File: src/verilog/rwd_pkg.sv
// Constants, field layouts and state carriers for the reset and watchdog block.
// Assumes a 40 MHz system clock and a free-running 128 kHz watchdog oscillator pin.
package rwd_pkg;

    localparam int CLK_MHZ              = 40;
    localparam int WDT_OSC_KHZ          = 128;
    localparam int EXT_MIN_PULSE_NS     = 2000;
    localparam int BOD_MIN_NS           = 2000;
    localparam int STARTUP_DELAY_US     = 4000;
    localparam int STARTUP_DELAY_CYC_DEF = STARTUP_DELAY_US * CLK_MHZ;
    localparam int STARTUP_CNT_W        = 24;
    localparam int FILT_W               = 8;
    localparam int WIN_W                = 3;
    localparam logic [WIN_W-1:0] WINDOW_CYCLES = 3'h4;

    localparam int WDT_CNT_W            = 20;
    localparam logic [20:0] WDT_BASE_CYCLES = 21'h000800;
    localparam logic [3:0] WDT_PRESC_MAX = 4'h9;

    localparam logic [2:0] BOD_FUSE_OFF = 3'h7;

    localparam int ADDR_W               = 4;
    localparam int DATA_W               = 32;
    localparam logic [ADDR_W-1:0] OFS_WDG_CTRL  = 4'h0;
    localparam logic [ADDR_W-1:0] OFS_RST_FLAGS = 4'h4;
    localparam logic [ADDR_W-1:0] OFS_STATUS    = 4'h8;

    // Rounds a least time up to whole cycles, never below one
    function automatic int ns_to_cycles(input int ns);
        int c;
        c = (ns * CLK_MHZ + 999) / 1000;
        return (c < 1) ? 1 : c;
    endfunction

    // Terminal count for a prescale code
    function automatic logic [WDT_CNT_W-1:0] wdt_terminal(input logic [3:0] code);
        logic [3:0] c;
        c = (code > WDT_PRESC_MAX) ? WDT_PRESC_MAX : code;
        return WDT_CNT_W'((WDT_BASE_CYCLES << c) - 21'h000001);
    endfunction

    typedef enum logic [1:0] {
        BUS_IDLE = 2'b01,
        BUS_ACK  = 2'b10
    } rwd_bus_e;

    typedef struct packed {
        logic       irq_flag;
        logic       irq_en;
        logic       presc_hi;
        logic       chg_en;
        logic       wdg_en;
        logic [2:0] presc_lo;
    } rwd_ctrl_s;

    typedef struct packed {
        logic [3:0] rsvd;
        logic       wdt;
        logic       brownout_detector;
        logic       ext;
        logic       por;
    } rwd_flags_s;

    typedef struct packed {
        logic [WDT_CNT_W-1:0] cnt;
        logic                 expired;
    } rwd_cnt_s;

    typedef struct packed {
        rwd_bus_e               bus;
        logic                   wait_r;
        logic [DATA_W-1:0]      rdata;
        logic [1:0]             por_sync;
        logic [1:0]             ext_sync;
        logic [1:0]             bod_sync;
        logic [1:0]             osc_sync;
        logic                   osc_prev;
        logic [FILT_W-1:0]      ext_cnt;
        logic [FILT_W-1:0]      bod_cnt;
        logic                   ext_act;
        logic                   bod_act;
        logic                   wdt_pulse;
        logic [STARTUP_CNT_W-1:0] dly_cnt;
        logic                   chip_rst;
        rwd_ctrl_s              ctrl;
        logic [WIN_W-1:0]       win_cnt;
        rwd_flags_s             flags;
        logic                   bandgap;
    } rwd_state_s;

endpackage

File: src/verilog/rwd_wdt_counter.sv
// Watchdog period counter, advanced by synchronised oscillator ticks.
// Assumes tick is a one-cycle pulse in the system clock domain.
`timescale 1ns/1ps
module rwd_wdt_counter
    import rwd_pkg::*;
(
    input  wire logic       i_clk,
    input  wire logic       i_rst,
    input  wire logic       i_ce,
    input  wire logic       i_clear,
    input  wire logic       i_tick,
    input  wire logic [3:0] i_presc,
    output logic            o_expired
);

    rwd_cnt_s s;
    rwd_cnt_s next_s;

    always_comb
    begin
        next_s = s;
        if (i_ce)
        begin
            next_s.expired = 1'b0;
            if (i_clear)
            begin
                next_s.cnt = '0;
            end
            else if (i_tick)
            begin
                // Compare against terminal so a shortened period takes effect at once
                if (s.cnt >= wdt_terminal(i_presc))
                begin
                    next_s.cnt     = '0;
                    next_s.expired = 1'b1;
                end
                else
                begin
                    next_s.cnt = s.cnt + 1'b1;
                end
            end
        end
    end

    always_ff @(posedge i_clk)
    begin
        if (i_rst)
        begin
            s <= '0;
        end
        else
        begin
            s <= next_s;
        end
    end

    assign o_expired = s.expired;

endmodule

File: src/verilog/rwd_reset_watchdog.sv
// Reset source combiner, start-up delay stretcher and watchdog with timed configuration.
// Assumes analog detector outputs and the oscillator arrive asynchronously; the
// restart strobe, acknowledge and straps come from logic on I_CLK.
//
// Register access over Avalon-MM and the register addresses were decided locally.
`timescale 1ns/1ps
module rwd_reset_watchdog
    import rwd_pkg::*;
#(
    parameter int STARTUP_DELAY_CYCLES = STARTUP_DELAY_CYC_DEF
)
(
    input  wire logic              I_CLK,
    input  wire logic              I_SYS_RST,
    input  wire logic              I_CE,
    input  wire logic [ADDR_W-1:0] I_AVS_ADDRESS,
    input  wire logic              I_AVS_READ,
    input  wire logic              I_AVS_WRITE,
    input  wire logic [DATA_W-1:0] I_AVS_WRITEDATA,
    input  wire logic [3:0]        I_AVS_BYTEENABLE,
    output logic [DATA_W-1:0]      O_AVS_READDATA,
    output logic                   O_AVS_WAITREQUEST,
    input  wire logic              I_SUPPLY_OK,
    input  wire logic              I_EXT_RST_N,
    input  wire logic              I_EXT_RST_EN,
    input  wire logic              I_BROWNOUT_LOW,
    input  wire logic [2:0]        I_BROWNOUT_LEVEL_FUSE,
    input  wire logic              I_SAFETY_LEVEL_FUSE,
    input  wire logic              I_COMPARATOR_BANDGAP_SELECT,
    input  wire logic              I_ADC_ENABLE,
    input  wire logic              I_WDT_OSC,
    input  wire logic              I_WATCHDOG_RESTART_INSTRUCTION,
    input  wire logic              I_WDT_IRQ_ACK,
    output logic                   O_CHIP_RST,
    output logic                   O_WDT_IRQ,
    output logic                   O_BANDGAP_ENABLE
);

    localparam logic [FILT_W-1:0] EXT_CYC = FILT_W'(ns_to_cycles(EXT_MIN_PULSE_NS));
    localparam logic [FILT_W-1:0] BOD_CYC = FILT_W'(ns_to_cycles(BOD_MIN_NS));
    localparam logic [STARTUP_CNT_W-1:0] DLY_LOAD = STARTUP_CNT_W'(STARTUP_DELAY_CYCLES);

    if (STARTUP_DELAY_CYCLES < 1 || STARTUP_DELAY_CYCLES >= (1 << STARTUP_CNT_W))
    begin : g_chk_dly
        $error("STARTUP_DELAY_CYCLES out of range");
    end
    if (ns_to_cycles(EXT_MIN_PULSE_NS) >= (1 << FILT_W) || ns_to_cycles(BOD_MIN_NS) >= (1 << FILT_W))
    begin : g_chk_filt
        $error("Filter length exceeds counter width");
    end

    ////////////////////////////////////////////////////////////////////////////////

    rwd_state_s s;
    rwd_state_s next_s;

    logic       level2;
    logic       en_eff;
    logic       wdg_run;
    logic       win_open;
    logic       bod_en;
    logic       osc_tick;
    logic       expired;
    logic       cnt_clear;
    logic [3:0] presc;

    always_comb
    begin
        level2   = I_SAFETY_LEVEL_FUSE;
        // Level 1 keeps the watchdog on while the watchdog reset flag stays set
        en_eff   = s.ctrl.wdg_en | level2 | s.flags.wdt;
        wdg_run  = en_eff | s.ctrl.irq_en;
        win_open = (s.win_cnt != '0);
        bod_en   = (I_BROWNOUT_LEVEL_FUSE != BOD_FUSE_OFF);
        osc_tick = s.osc_sync[1] & ~s.osc_prev;
        presc    = {s.ctrl.presc_hi, s.ctrl.presc_lo};
        cnt_clear = s.chip_rst | ~wdg_run | I_WATCHDOG_RESTART_INSTRUCTION;
    end

    rwd_wdt_counter u_counter
    (
        .i_clk     (I_CLK),
        .i_rst     (I_SYS_RST),
        .i_ce      (I_CE),
        .i_clear   (cnt_clear),
        .i_tick    (osc_tick),
        .i_presc   (presc),
        .o_expired (expired)
    );

    ////////////////////////////////////////////////////////////////////////////////

    function automatic logic [DATA_W-1:0] read_word(input rwd_state_s st,
                                                    input logic [ADDR_W-1:0] addr,
                                                    input logic en, input logic open,
                                                    input logic lvl2, input logic run);
        rwd_ctrl_s c;
        c        = st.ctrl;
        c.chg_en = open;
        c.wdg_en = en;
        if (addr == OFS_WDG_CTRL)
        begin
            return {24'h000000, c};
        end
        else if (addr == OFS_RST_FLAGS)
        begin
            return {24'h000000, 4'h0, st.flags[3:0]};
        end
        else if (addr == OFS_STATUS)
        begin
            return {28'h0000000, run, open, lvl2, st.bandgap};
        end
        else
        begin
            return '0;
        end
    endfunction

    rwd_ctrl_s  w_ctrl;
    rwd_flags_s w_flags;
    logic       acc_wr;
    logic       src_any;

    always_comb
    begin
        next_s  = s;
        w_ctrl  = rwd_ctrl_s'(I_AVS_WRITEDATA[7:0]);
        w_flags = rwd_flags_s'(I_AVS_WRITEDATA[7:0]);
        acc_wr  = (s.bus == BUS_ACK) && I_AVS_WRITE && I_AVS_BYTEENABLE[0];
        src_any = 1'b0;
        if (I_CE)
        begin
            // Detector inputs: two flops before anything looks at them
            next_s.por_sync = {s.por_sync[0], I_SUPPLY_OK};
            next_s.ext_sync = {s.ext_sync[0], I_EXT_RST_N};
            next_s.bod_sync = {s.bod_sync[0], I_BROWNOUT_LOW};
            next_s.osc_sync = {s.osc_sync[0], I_WDT_OSC};
            next_s.osc_prev = s.osc_sync[1];

            // External pin filter; shorter pulses never reach the combiner
            if (!(I_EXT_RST_EN && !s.ext_sync[1]))
            begin
                next_s.ext_cnt = '0;
                next_s.ext_act = 1'b0;
            end
            else if (s.ext_cnt == EXT_CYC)
            begin
                next_s.ext_act = 1'b1;
            end
            else
            begin
                next_s.ext_cnt = s.ext_cnt + 1'b1;
            end

            if (!(bod_en && s.bod_sync[1]))
            begin
                next_s.bod_cnt = '0;
                next_s.bod_act = 1'b0;
            end
            else if (s.bod_cnt == BOD_CYC)
            begin
                next_s.bod_act = 1'b1;
            end
            else
            begin
                next_s.bod_cnt = s.bod_cnt + 1'b1;
            end

            // Combiner and start-up stretch
            src_any = ~s.por_sync[1] | s.ext_act | s.bod_act | s.wdt_pulse;
            if (src_any)
            begin
                next_s.dly_cnt = DLY_LOAD;
            end
            else if (s.dly_cnt != '0)
            begin
                next_s.dly_cnt = s.dly_cnt - 1'b1;
            end
            next_s.chip_rst  = src_any | (s.dly_cnt != '0);
            next_s.wdt_pulse = 1'b0;
            next_s.bandgap   = bod_en | I_COMPARATOR_BANDGAP_SELECT | I_ADC_ENABLE;

            if (s.win_cnt != '0)
            begin
                next_s.win_cnt = s.win_cnt - 1'b1;
            end

            // Software writes first, hardware events after so that a set wins
            if (acc_wr && I_AVS_ADDRESS == OFS_RST_FLAGS)
            begin
                next_s.flags[3:0] = s.flags[3:0] & w_flags[3:0];
            end
            if (I_WDT_IRQ_ACK)
            begin
                next_s.ctrl.irq_flag = 1'b0;
            end
            if (acc_wr && I_AVS_ADDRESS == OFS_WDG_CTRL)
            begin
                next_s.ctrl.irq_en = w_ctrl.irq_en;
                if (w_ctrl.irq_flag)
                begin
                    next_s.ctrl.irq_flag = 1'b0;
                end
                if (w_ctrl.chg_en && w_ctrl.wdg_en)
                begin
                    next_s.win_cnt = WINDOW_CYCLES;
                    if (!level2)
                    begin
                        next_s.ctrl.wdg_en   = 1'b1;
                        next_s.ctrl.presc_hi = w_ctrl.presc_hi;
                        next_s.ctrl.presc_lo = w_ctrl.presc_lo;
                    end
                end
                else if (win_open && !w_ctrl.chg_en)
                begin
                    next_s.win_cnt       = '0;
                    next_s.ctrl.presc_hi = w_ctrl.presc_hi;
                    next_s.ctrl.presc_lo = w_ctrl.presc_lo;
                    if (!level2)
                    begin
                        next_s.ctrl.wdg_en = w_ctrl.wdg_en;
                    end
                end
                else if (!level2)
                begin
                    // Level 1 changes the period freely but cannot clear enable here
                    next_s.ctrl.presc_hi = w_ctrl.presc_hi;
                    next_s.ctrl.presc_lo = w_ctrl.presc_lo;
                    if (w_ctrl.wdg_en)
                    begin
                        next_s.ctrl.wdg_en = 1'b1;
                    end
                end
            end

            // Time-out action
            if (expired && !s.chip_rst)
            begin
                if (s.ctrl.irq_en)
                begin
                    next_s.ctrl.irq_flag = 1'b1;
                    if (en_eff)
                    begin
                        next_s.ctrl.irq_en = 1'b0;
                    end
                end
                else if (en_eff)
                begin
                    next_s.wdt_pulse = 1'b1;
                end
            end

            // Cause flags; power-on wipes the others
            if (!s.por_sync[1])
            begin
                next_s.flags[3:0] = 4'h1;
            end
            else
            begin
                if (s.ext_act)
                begin
                    next_s.flags.ext = 1'b1;
                end
                if (s.bod_act)
                begin
                    next_s.flags.brownout_detector = 1'b1;
                end
                if (s.wdt_pulse)
                begin
                    next_s.flags.wdt = 1'b1;
                end
            end

            // Chip reset returns the watchdog control to its initial state
            if (s.chip_rst)
            begin
                next_s.ctrl    = '0;
                next_s.win_cnt = '0;
            end

            // Bus slave: one wait cycle, then a single accepting cycle
            case (s.bus)
                BUS_IDLE:
                begin
                    if (I_AVS_READ || I_AVS_WRITE)
                    begin
                        next_s.bus    = BUS_ACK;
                        next_s.wait_r = 1'b0;
                        next_s.rdata  = I_AVS_READ ? read_word(s, I_AVS_ADDRESS, en_eff, win_open, level2, wdg_run)
                                                   : '0;
                    end
                end
                BUS_ACK:
                begin
                    next_s.bus    = BUS_IDLE;
                    next_s.wait_r = 1'b1;
                end
                default:
                begin
                    next_s.bus    = BUS_IDLE;
                    next_s.wait_r = 1'b1;
                end
            endcase
        end
    end

    always_ff @(posedge I_CLK)
    begin
        if (I_SYS_RST)
        begin
            s          <= '0;
            s.bus      <= BUS_IDLE;
            s.wait_r   <= 1'b1;
            s.chip_rst <= 1'b1;
            s.dly_cnt  <= DLY_LOAD;
        end
        else
        begin
            s <= next_s;
        end
    end

    ////////////////////////////////////////////////////////////////////////////////

    // Registered outputs; no path from a pin reaches them without a clock
    assign O_AVS_READDATA    = s.rdata;
    assign O_AVS_WAITREQUEST = s.wait_r;
    assign O_CHIP_RST        = s.chip_rst;
    assign O_WDT_IRQ         = s.ctrl.irq_flag;
    assign O_BANDGAP_ENABLE  = s.bandgap;

endmodule

File: config.mk
export PLATFORM = sky130hd
export DESIGN_NAME = rwd_reset_watchdog
export DESIGN_NICKNAME = d
export VERILOG_FILES = /design/src/verilog/rwd_pkg.sv /design/src/verilog/rwd_wdt_counter.sv /design/src/verilog/rwd_reset_watchdog.sv
export SDC_FILE = /design/constraint.sdc
export NUM_CORES = 1
export LEC_CHECK = 0
export BUFFER_PORTS_ARGS = -buffer_cell sky130_fd_sc_hd__buf_2
export CAP_MARGIN = 0
export CELL_PAD_IN_SITES_DETAIL_PLACEMENT = 1
export CELL_PAD_IN_SITES_GLOBAL_PLACEMENT = 1
export CORE_ASPECT_RATIO = 2
export CORE_MARGIN = 1
export CORE_UTILIZATION = 38
export DETAILED_ROUTE_END_ITERATION = 16
export PLACE_DENSITY = 0.79
export SETUP_SLACK_MARGIN = 0.15
export SYNTH_ARGS = -nofsm -noshare
export SYNTH_HDL_FRONTEND = slang
export SYNTH_SLANG_ARGS = --single-unit
File: constraint.sdc
create_clock -name I_CLK -period 3 [get_ports I_CLK]
set_input_delay 0.6 -clock I_CLK [delete_from_list [all_inputs] [get_ports I_CLK]]
set_output_delay 0.6 -clock I_CLK [all_outputs]
set_load 0.01 [all_outputs]
* After elaboration in Yosys (flattened, before gate mapping) *
Cells that the tools add are included.

storage, ports and cells
  flip-flop bits (word level) = 124
  input port bits = 58
  output and inout port bits = 36

operators by class
  add/subtract/negate cells = 6
  order comparisons = 2
  equality and inequality tests = 19
  shift-type cells = 1
  multiplexer cells = 50
  bitwise logic cells = 16
  reductions and logical operators = 35

operators with widths
  kind                   count
  $mux 24                2
  $mux 20                2
  $mux 8                 5
  $mux 35                1
  $mux 32                1
  $mux 4                 7
  $reduce_and 2->1       12
  $reduce_bool 24->1     1
  $sub 24x1->24 const B  1
  $mux 1                 21
  $mux 21                1
  $add 20x1->20 const B  1
  $ge 20x20->1           1
  $shl 12x4->20 const A  1
  $sub 20x1->20 const B  1
  $add 8x1->8 const B    2
  $eq 8x7->1 const B     2
  $mux 3                 5
  $mux 7                 2
  $mux 11                1
  $or 1x1->1             11
  $logic_and 1x1->1      9
  $ne 3x2->1 const B     3
  $ne 2x1->1 const B     4
  other kinds (21)       32

* Logic depth before layout (Yosys ltp) *
  depth after elaboration = 9
  depth in mapped cells = 14

* Cells and area by module *
A second synthesis with hierarchy kept.

second synthesis, totals
  cells, all modules = 681
  area total of the unflattened synthesis = 5641.7 µm²

modules (own cells, without submodules)
  module              instances  cells each  area an instance (µm²)  seq. area each (µm²)
  rwd_reset_watchdog  1          474         4080.2                  1561.5
  rwd_wdt_counter     1          207         1561.5                  420.4

* Least setup slack after synthesis *
Ideal clock, no wire load.

  path kind = reg-to-reg
  start point = register s (netlist bit presc[2])
  end point = register u_counter.s[18] (netlist name)
  library setup time = 0.086 ns
  arrival time = 2.945 ns
  data required time = 2.914 ns
  path slack = -0.031 ns
  stages on the path, launching flop included = 15
  path buffers = 2
  clock period less this slack = 3.031 ns
  cell sequence = dfxtp_1 > clkbuf_1 > nor2_1 > nand3b_1 > ha_1 > nor2_1 > mux2_2 > a32oi_1 > ha_1 > a21oi_1 > o21ai_0 > a221oi_1 > clkbuf_1 > o211ai_1 > a211oi_1

between the ends
  longest elaborated chain between the ends = 8

RTL lines
  item                      RTL line                   source
  start: declaration        rwd_reset_watchdog.sv:54   rwd_state_s s;
  start signal: assignment  rwd_reset_watchdog.sv:319  s <= next_s;
  $gt 4x4->1                rwd_pkg.sv:38              c = (code > WDT_PRESC_MAX) ? WDT_PRESC_MAX : code;
  $mux 4 (*)                rwd_pkg.sv:38
  $shl 12x4->20 (*)         rwd_pkg.sv:39              return WDT_CNT_W'((WDT_BASE_CYCLES << c) - 21'h000001);
  $sub 20x1->20 (*)         rwd_pkg.sv:39
  $ge 20x20->1 (*)          rwd_wdt_counter.sv:32      if (s.cnt >= wdt_terminal(i_presc))
  $mux 20 (*)               rwd_wdt_counter.sv:32
  $mux 21 (*)               rwd_wdt_counter.sv:29      else if (i_tick)
  $mux 20 (*)               rwd_wdt_counter.sv:25      if (i_clear)
  end signal: assignment    rwd_wdt_counter.sv:53      s <= next_s;
  end: declaration          rwd_wdt_counter.sv:16      rwd_cnt_s s;

Every way passes the cells marked *; elsewhere a longest branch is shown, timed or not. The select of a mux whose other input is x is not followed.
A chain may end at the register's enable or synchronous reset.

* Worst setup path in the final report *
  start point = register s (netlist bit presc[2])
  end point = register u_counter.s[16] (netlist name)

Same word-level chain as after synthesis.

==> impl_metrics.env <==
export IMPL_die_x_um=87.7
export IMPL_grt_setup_unrepaired="true"
export IMPL_outcome="finished, final reports clean"
export IMPL_die_area_sq_mm=0.0152
export IMPL_grt_overflow_total=0
export IMPL_synth_edff_count=0
export IMPL_cp_arrival_ps=3260
export IMPL_end_kind="register"
export IMPL_synth_main_ff_cell="dfxtp_1"
export IMPL_design_core_area_sq_mm=0.0144
export IMPL_crit_chain="nor2_4 -> nand3b_1 -> ha_2 -> mux2_4 -> a32oi_2 -> ha_1 -> nand2_2 -> nor4_4 -> a221oi_2 -> buf_4 -> nand4_1 -> buf_6 -> o31ai_2"
export IMPL_yosysWarnings=0
export IMPL_worst_pin_slew_ps=1100
export IMPL_clock_latency_ps=360
export IMPL_critPathRequiredTime_ps=3280
export IMPL_instances_no_fill=928
export IMPL_hold_class="reg -> reg"
export IMPL_clock_skew_ps=13.7
export IMPL_dr_total_vias=5421
export IMPL_place_inst=904
export IMPL_crit_fanout=7
export IMPL_drtPass1Iterations=4
export IMPL_critPathMaxStageDelay_ps=330
export IMPL_io_buffer_count=42
export IMPL_grt_total_usage=0.230
export IMPL_antenna_found_initial=0
export IMPL_crit_end="u_counter.s[16]"
export IMPL_ir_worst_vdd_mv=0.250
export IMPL_row_count=62
export IMPL_ctsHoldBuffers=0
export IMPL_ant_nets=0
export IMPL_r2r_cells=13
export IMPL_synth_distinct_cells=61
export IMPL_drc=0
export IMPL_n_fill_cell=1717
export IMPL_ios=94
export IMPL_drive_above_1_share=0.182
export IMPL_clockBufferDepth=2
export IMPL_grt_first_pass_wirelength_mm=27.4
export IMPL_synth_area_sq_mm=0.00558
export IMPL_r2r_slack_ps=30
export IMPL_drt_iter0_markers=183
export IMPL_yosys_area_share_simple=0.261
export IMPL_post_route_period_util=0.991
export IMPL_power_density_mw_per_mm2=450
export IMPL_startpoint="presc[2]"
export IMPL_clockRootBuffer="clkbuf_16"
export IMPL_hold_viol=0
export IMPL_start_util=0.389
export IMPL_fmax_ghz=0.336
export IMPL_leakagePower_nw=2.37
export IMPL_period_needed_ps=2970
export IMPL_setup_viol=0
export IMPL_clk_pin_slew_worst_paths_ps=80
export IMPL_synth_compound_area_frac=0.200
export IMPL_r2r_start="presc[2]"
export IMPL_viasPerCell=5.84
export IMPL_syn_inst=691
export IMPL_fin_hold_ws_ps=455
export IMPL_cts_tree="yes"
export IMPL_fp_dieH_um=173
export IMPL_grt_max_degree=54
export IMPL_diodes=0
export IMPL_final_nets=807
export IMPL_cts_buffers=9
export IMPL_cts_num_sinks=99
export IMPL_worstSetupPathType="reg -> reg"
export IMPL_synthArstFlopShare=0
export IMPL_syn_area_per_cell_sq_um=8.08
export IMPL_wire_per_inst_um=18.7
export IMPL_routed_wl_mm=17.4
export IMPL_grt_pass1_vias=5756
export IMPL_synthMuxAreaShare=0.0200
export IMPL_synthXorXnorAreaFrac=0.0314
export IMPL_post_place_ws_ps=-14.6
export IMPL_cpMaxStageDelayCell="dfxtp_2"
export IMPL_htreeDepth=3
export IMPL_synthAdderAreaFrac=0.0403
export IMPL_dp_hpwl_mm=12.1
export IMPL_synth_top_family_by_area="simple AND/OR/NAND/NOR gates"
export IMPL_tns_ps=0
export IMPL_gp_congestion=0.810
export IMPL_maxCapViolCount=0
export IMPL_slew_violations=0
export IMPL_max_slew_margin_rel=0.267
export IMPL_start_kind="register"
export IMPL_worst_slack_ps=26.2
export IMPL_synth_seq_cells=99
export IMPL_syn2layout_area_growth_pct=17.3
export IMPL_r2r_end="u_counter.s[16]"
export IMPL_ys_seq_area_frac=0.355
-- stage by stage --
stage / total power [mW] / cell area, sq um / util
4_1_cts: 2.97 / 6350 / 0.442
5_1_grt: 3.05 / 6550 / 0.456
6_report: 2.95 / 6550 / 0.456
3_3_place_gp: 1.61 / 5920 / 0.412
2_1_floorplan: 1.56 / 5680 / -
3_5_place_dp: 1.62 / 5920 / 0.412
-- where the power goes --
| group | internal, mW | switching [mW] | leakage, nW |
|---|---|---|---|
| logic | 0.0788 | 0.162 | 1.40 |
| registers | 1.33 | 0.0201 | 0.804 |
| clock network | 0.819 | 0.535 | 0.167 |
| total | 2.23 | 0.717 | 2.37 |
-- per-layer routing --
metal	vias to the layer above	wire (um)	global-route usage
met1	2693	6240	0.212
met3	53	497	0.0419
met5	-	0	0
li1	2565	-	-
met2	110	9890	0.439
met4	0	741	0.143
-- cell families (layout without fill, tap and decap cells) --
logic type / after synthesis / after routing
multiplexers: 11 / 11
AND/OR/NAND/NOR: 274 / 274
XOR/XNOR: 20 / 20
flip-flops: 99 / 99
adder cells (fa/ha/maj): 18 / 18
buffers and inverters: 100 / 122
AO/OA/AOI/OAI: 168 / 168
other: 1 / 24
-- Yosys cell counts, types with 3 or more instances --
cell type	n	area, sq um
o22ai_1	13	81.3
or2_2	3	18.8
and2_1	4	25.0
a21oi_2	5	43.8
nand3_1	28	140
clkbuf_1	28	105
a22oi_1	3	22.5
nand4_1	22	138
ha_1	18	225
o2111ai_1	5	43.8
and4_1	3	26.3
xnor2_1	6	52.6
o211ai_1	8	60.1
mux2i_1	10	100
o21ai_1	5	25.0
o31ai_1	12	90.1
buf_1	4	15.0
o21ai_0	26	130
a21oi_1	45	225
or3_1	21	131
nor2_1	57	214
inv_1	34	128
nand4b_1	4	35.0
nand2b_1	5	31.3
buf_4	32	240
nand3b_1	5	37.5
dfxtp_1	99	1980
a21o_1	3	22.5
a211oi_1	4	30.0
nor3_1	16	80.1
a41oi_1	18	158
a31oi_1	4	25.0
nand2_1	60	225
nor2b_1	9	56.3
xor2_1	14	123
and3_1	5	31.3
or4_1	14	105
nor4_1	8	50.1
-- worst min-delay path by stage --
stage / start / end / cells after the start
floorplan: O_AVS_READDATA[7] / O_AVS_READDATA[7] / 2
global placement: O_AVS_READDATA[5] / O_AVS_READDATA[5] / 2
detailed placement: O_AVS_READDATA[6] / O_AVS_READDATA[6] / 2
CTS: O_AVS_READDATA[6] / O_AVS_READDATA[6] / 2
global route: I_WDT_OSC / s[65] / 3
finish: O_AVS_READDATA[6] / O_AVS_READDATA[6] / 2
-- worst max-delay path: cells and delay by family, from the launching register on --
family,cells,cell delay (ps)
AO/OA/AOI/OAI,3,680
adder cells (fa/ha/maj),2,530
buffers and inverters,2,450
flip-flops,1,330
multiplexers,1,270
AND/OR/NAND/NOR,5,640
-- cell type report --
class                      instances  area (sq um)  share of cell area
timing repair buffer              72           479              0.0732
clock buffer                      10           229              0.0350
inverter                          34           128              0.0195
multi-input combinational        515          3370               0.514
tap                              192           240              0.0367
sequential                        99          1990               0.304
clock inverter                     6           113              0.0172
-- layout by cell type (no fill, tap or decap), types with 14 or more instances in the layout --
cell type,netlist,layout
a21oi_1,45,42
buf_2,0,43
buf_4,32,25
conb_1,1,24
dfxtp_1,99,95
ha_1,18,16
inv_1,34,34
nand2_1,60,58
nand3_1,28,28
nand4_1,22,22
nor2_1,57,54
nor3_1,16,16
o21ai_0,26,24
or3_1,21,21
or4_1,14,14
-- repair_timing --
action / in CTS / in global routing
gates cloned: 2 / 1
endpoints found under the hold margin: 0 / 0
setup endpoints to repair: 19 / 21
resized for setup: 13 / 32
pin swaps: 5 / 17
setup buffers: 4 / 1
-- state kept, by name, summed over array words and instances, names as in the netlist --
name,count
O_AVS_READDATA,8
O_BANDGAP_ENABLE,1
O_CHIP_RST,1
O_WDT_IRQ,1
presc,4
s,63
u_counter.o_expired,1
u_counter.s,20
Power figures use the tool's default switching activity.
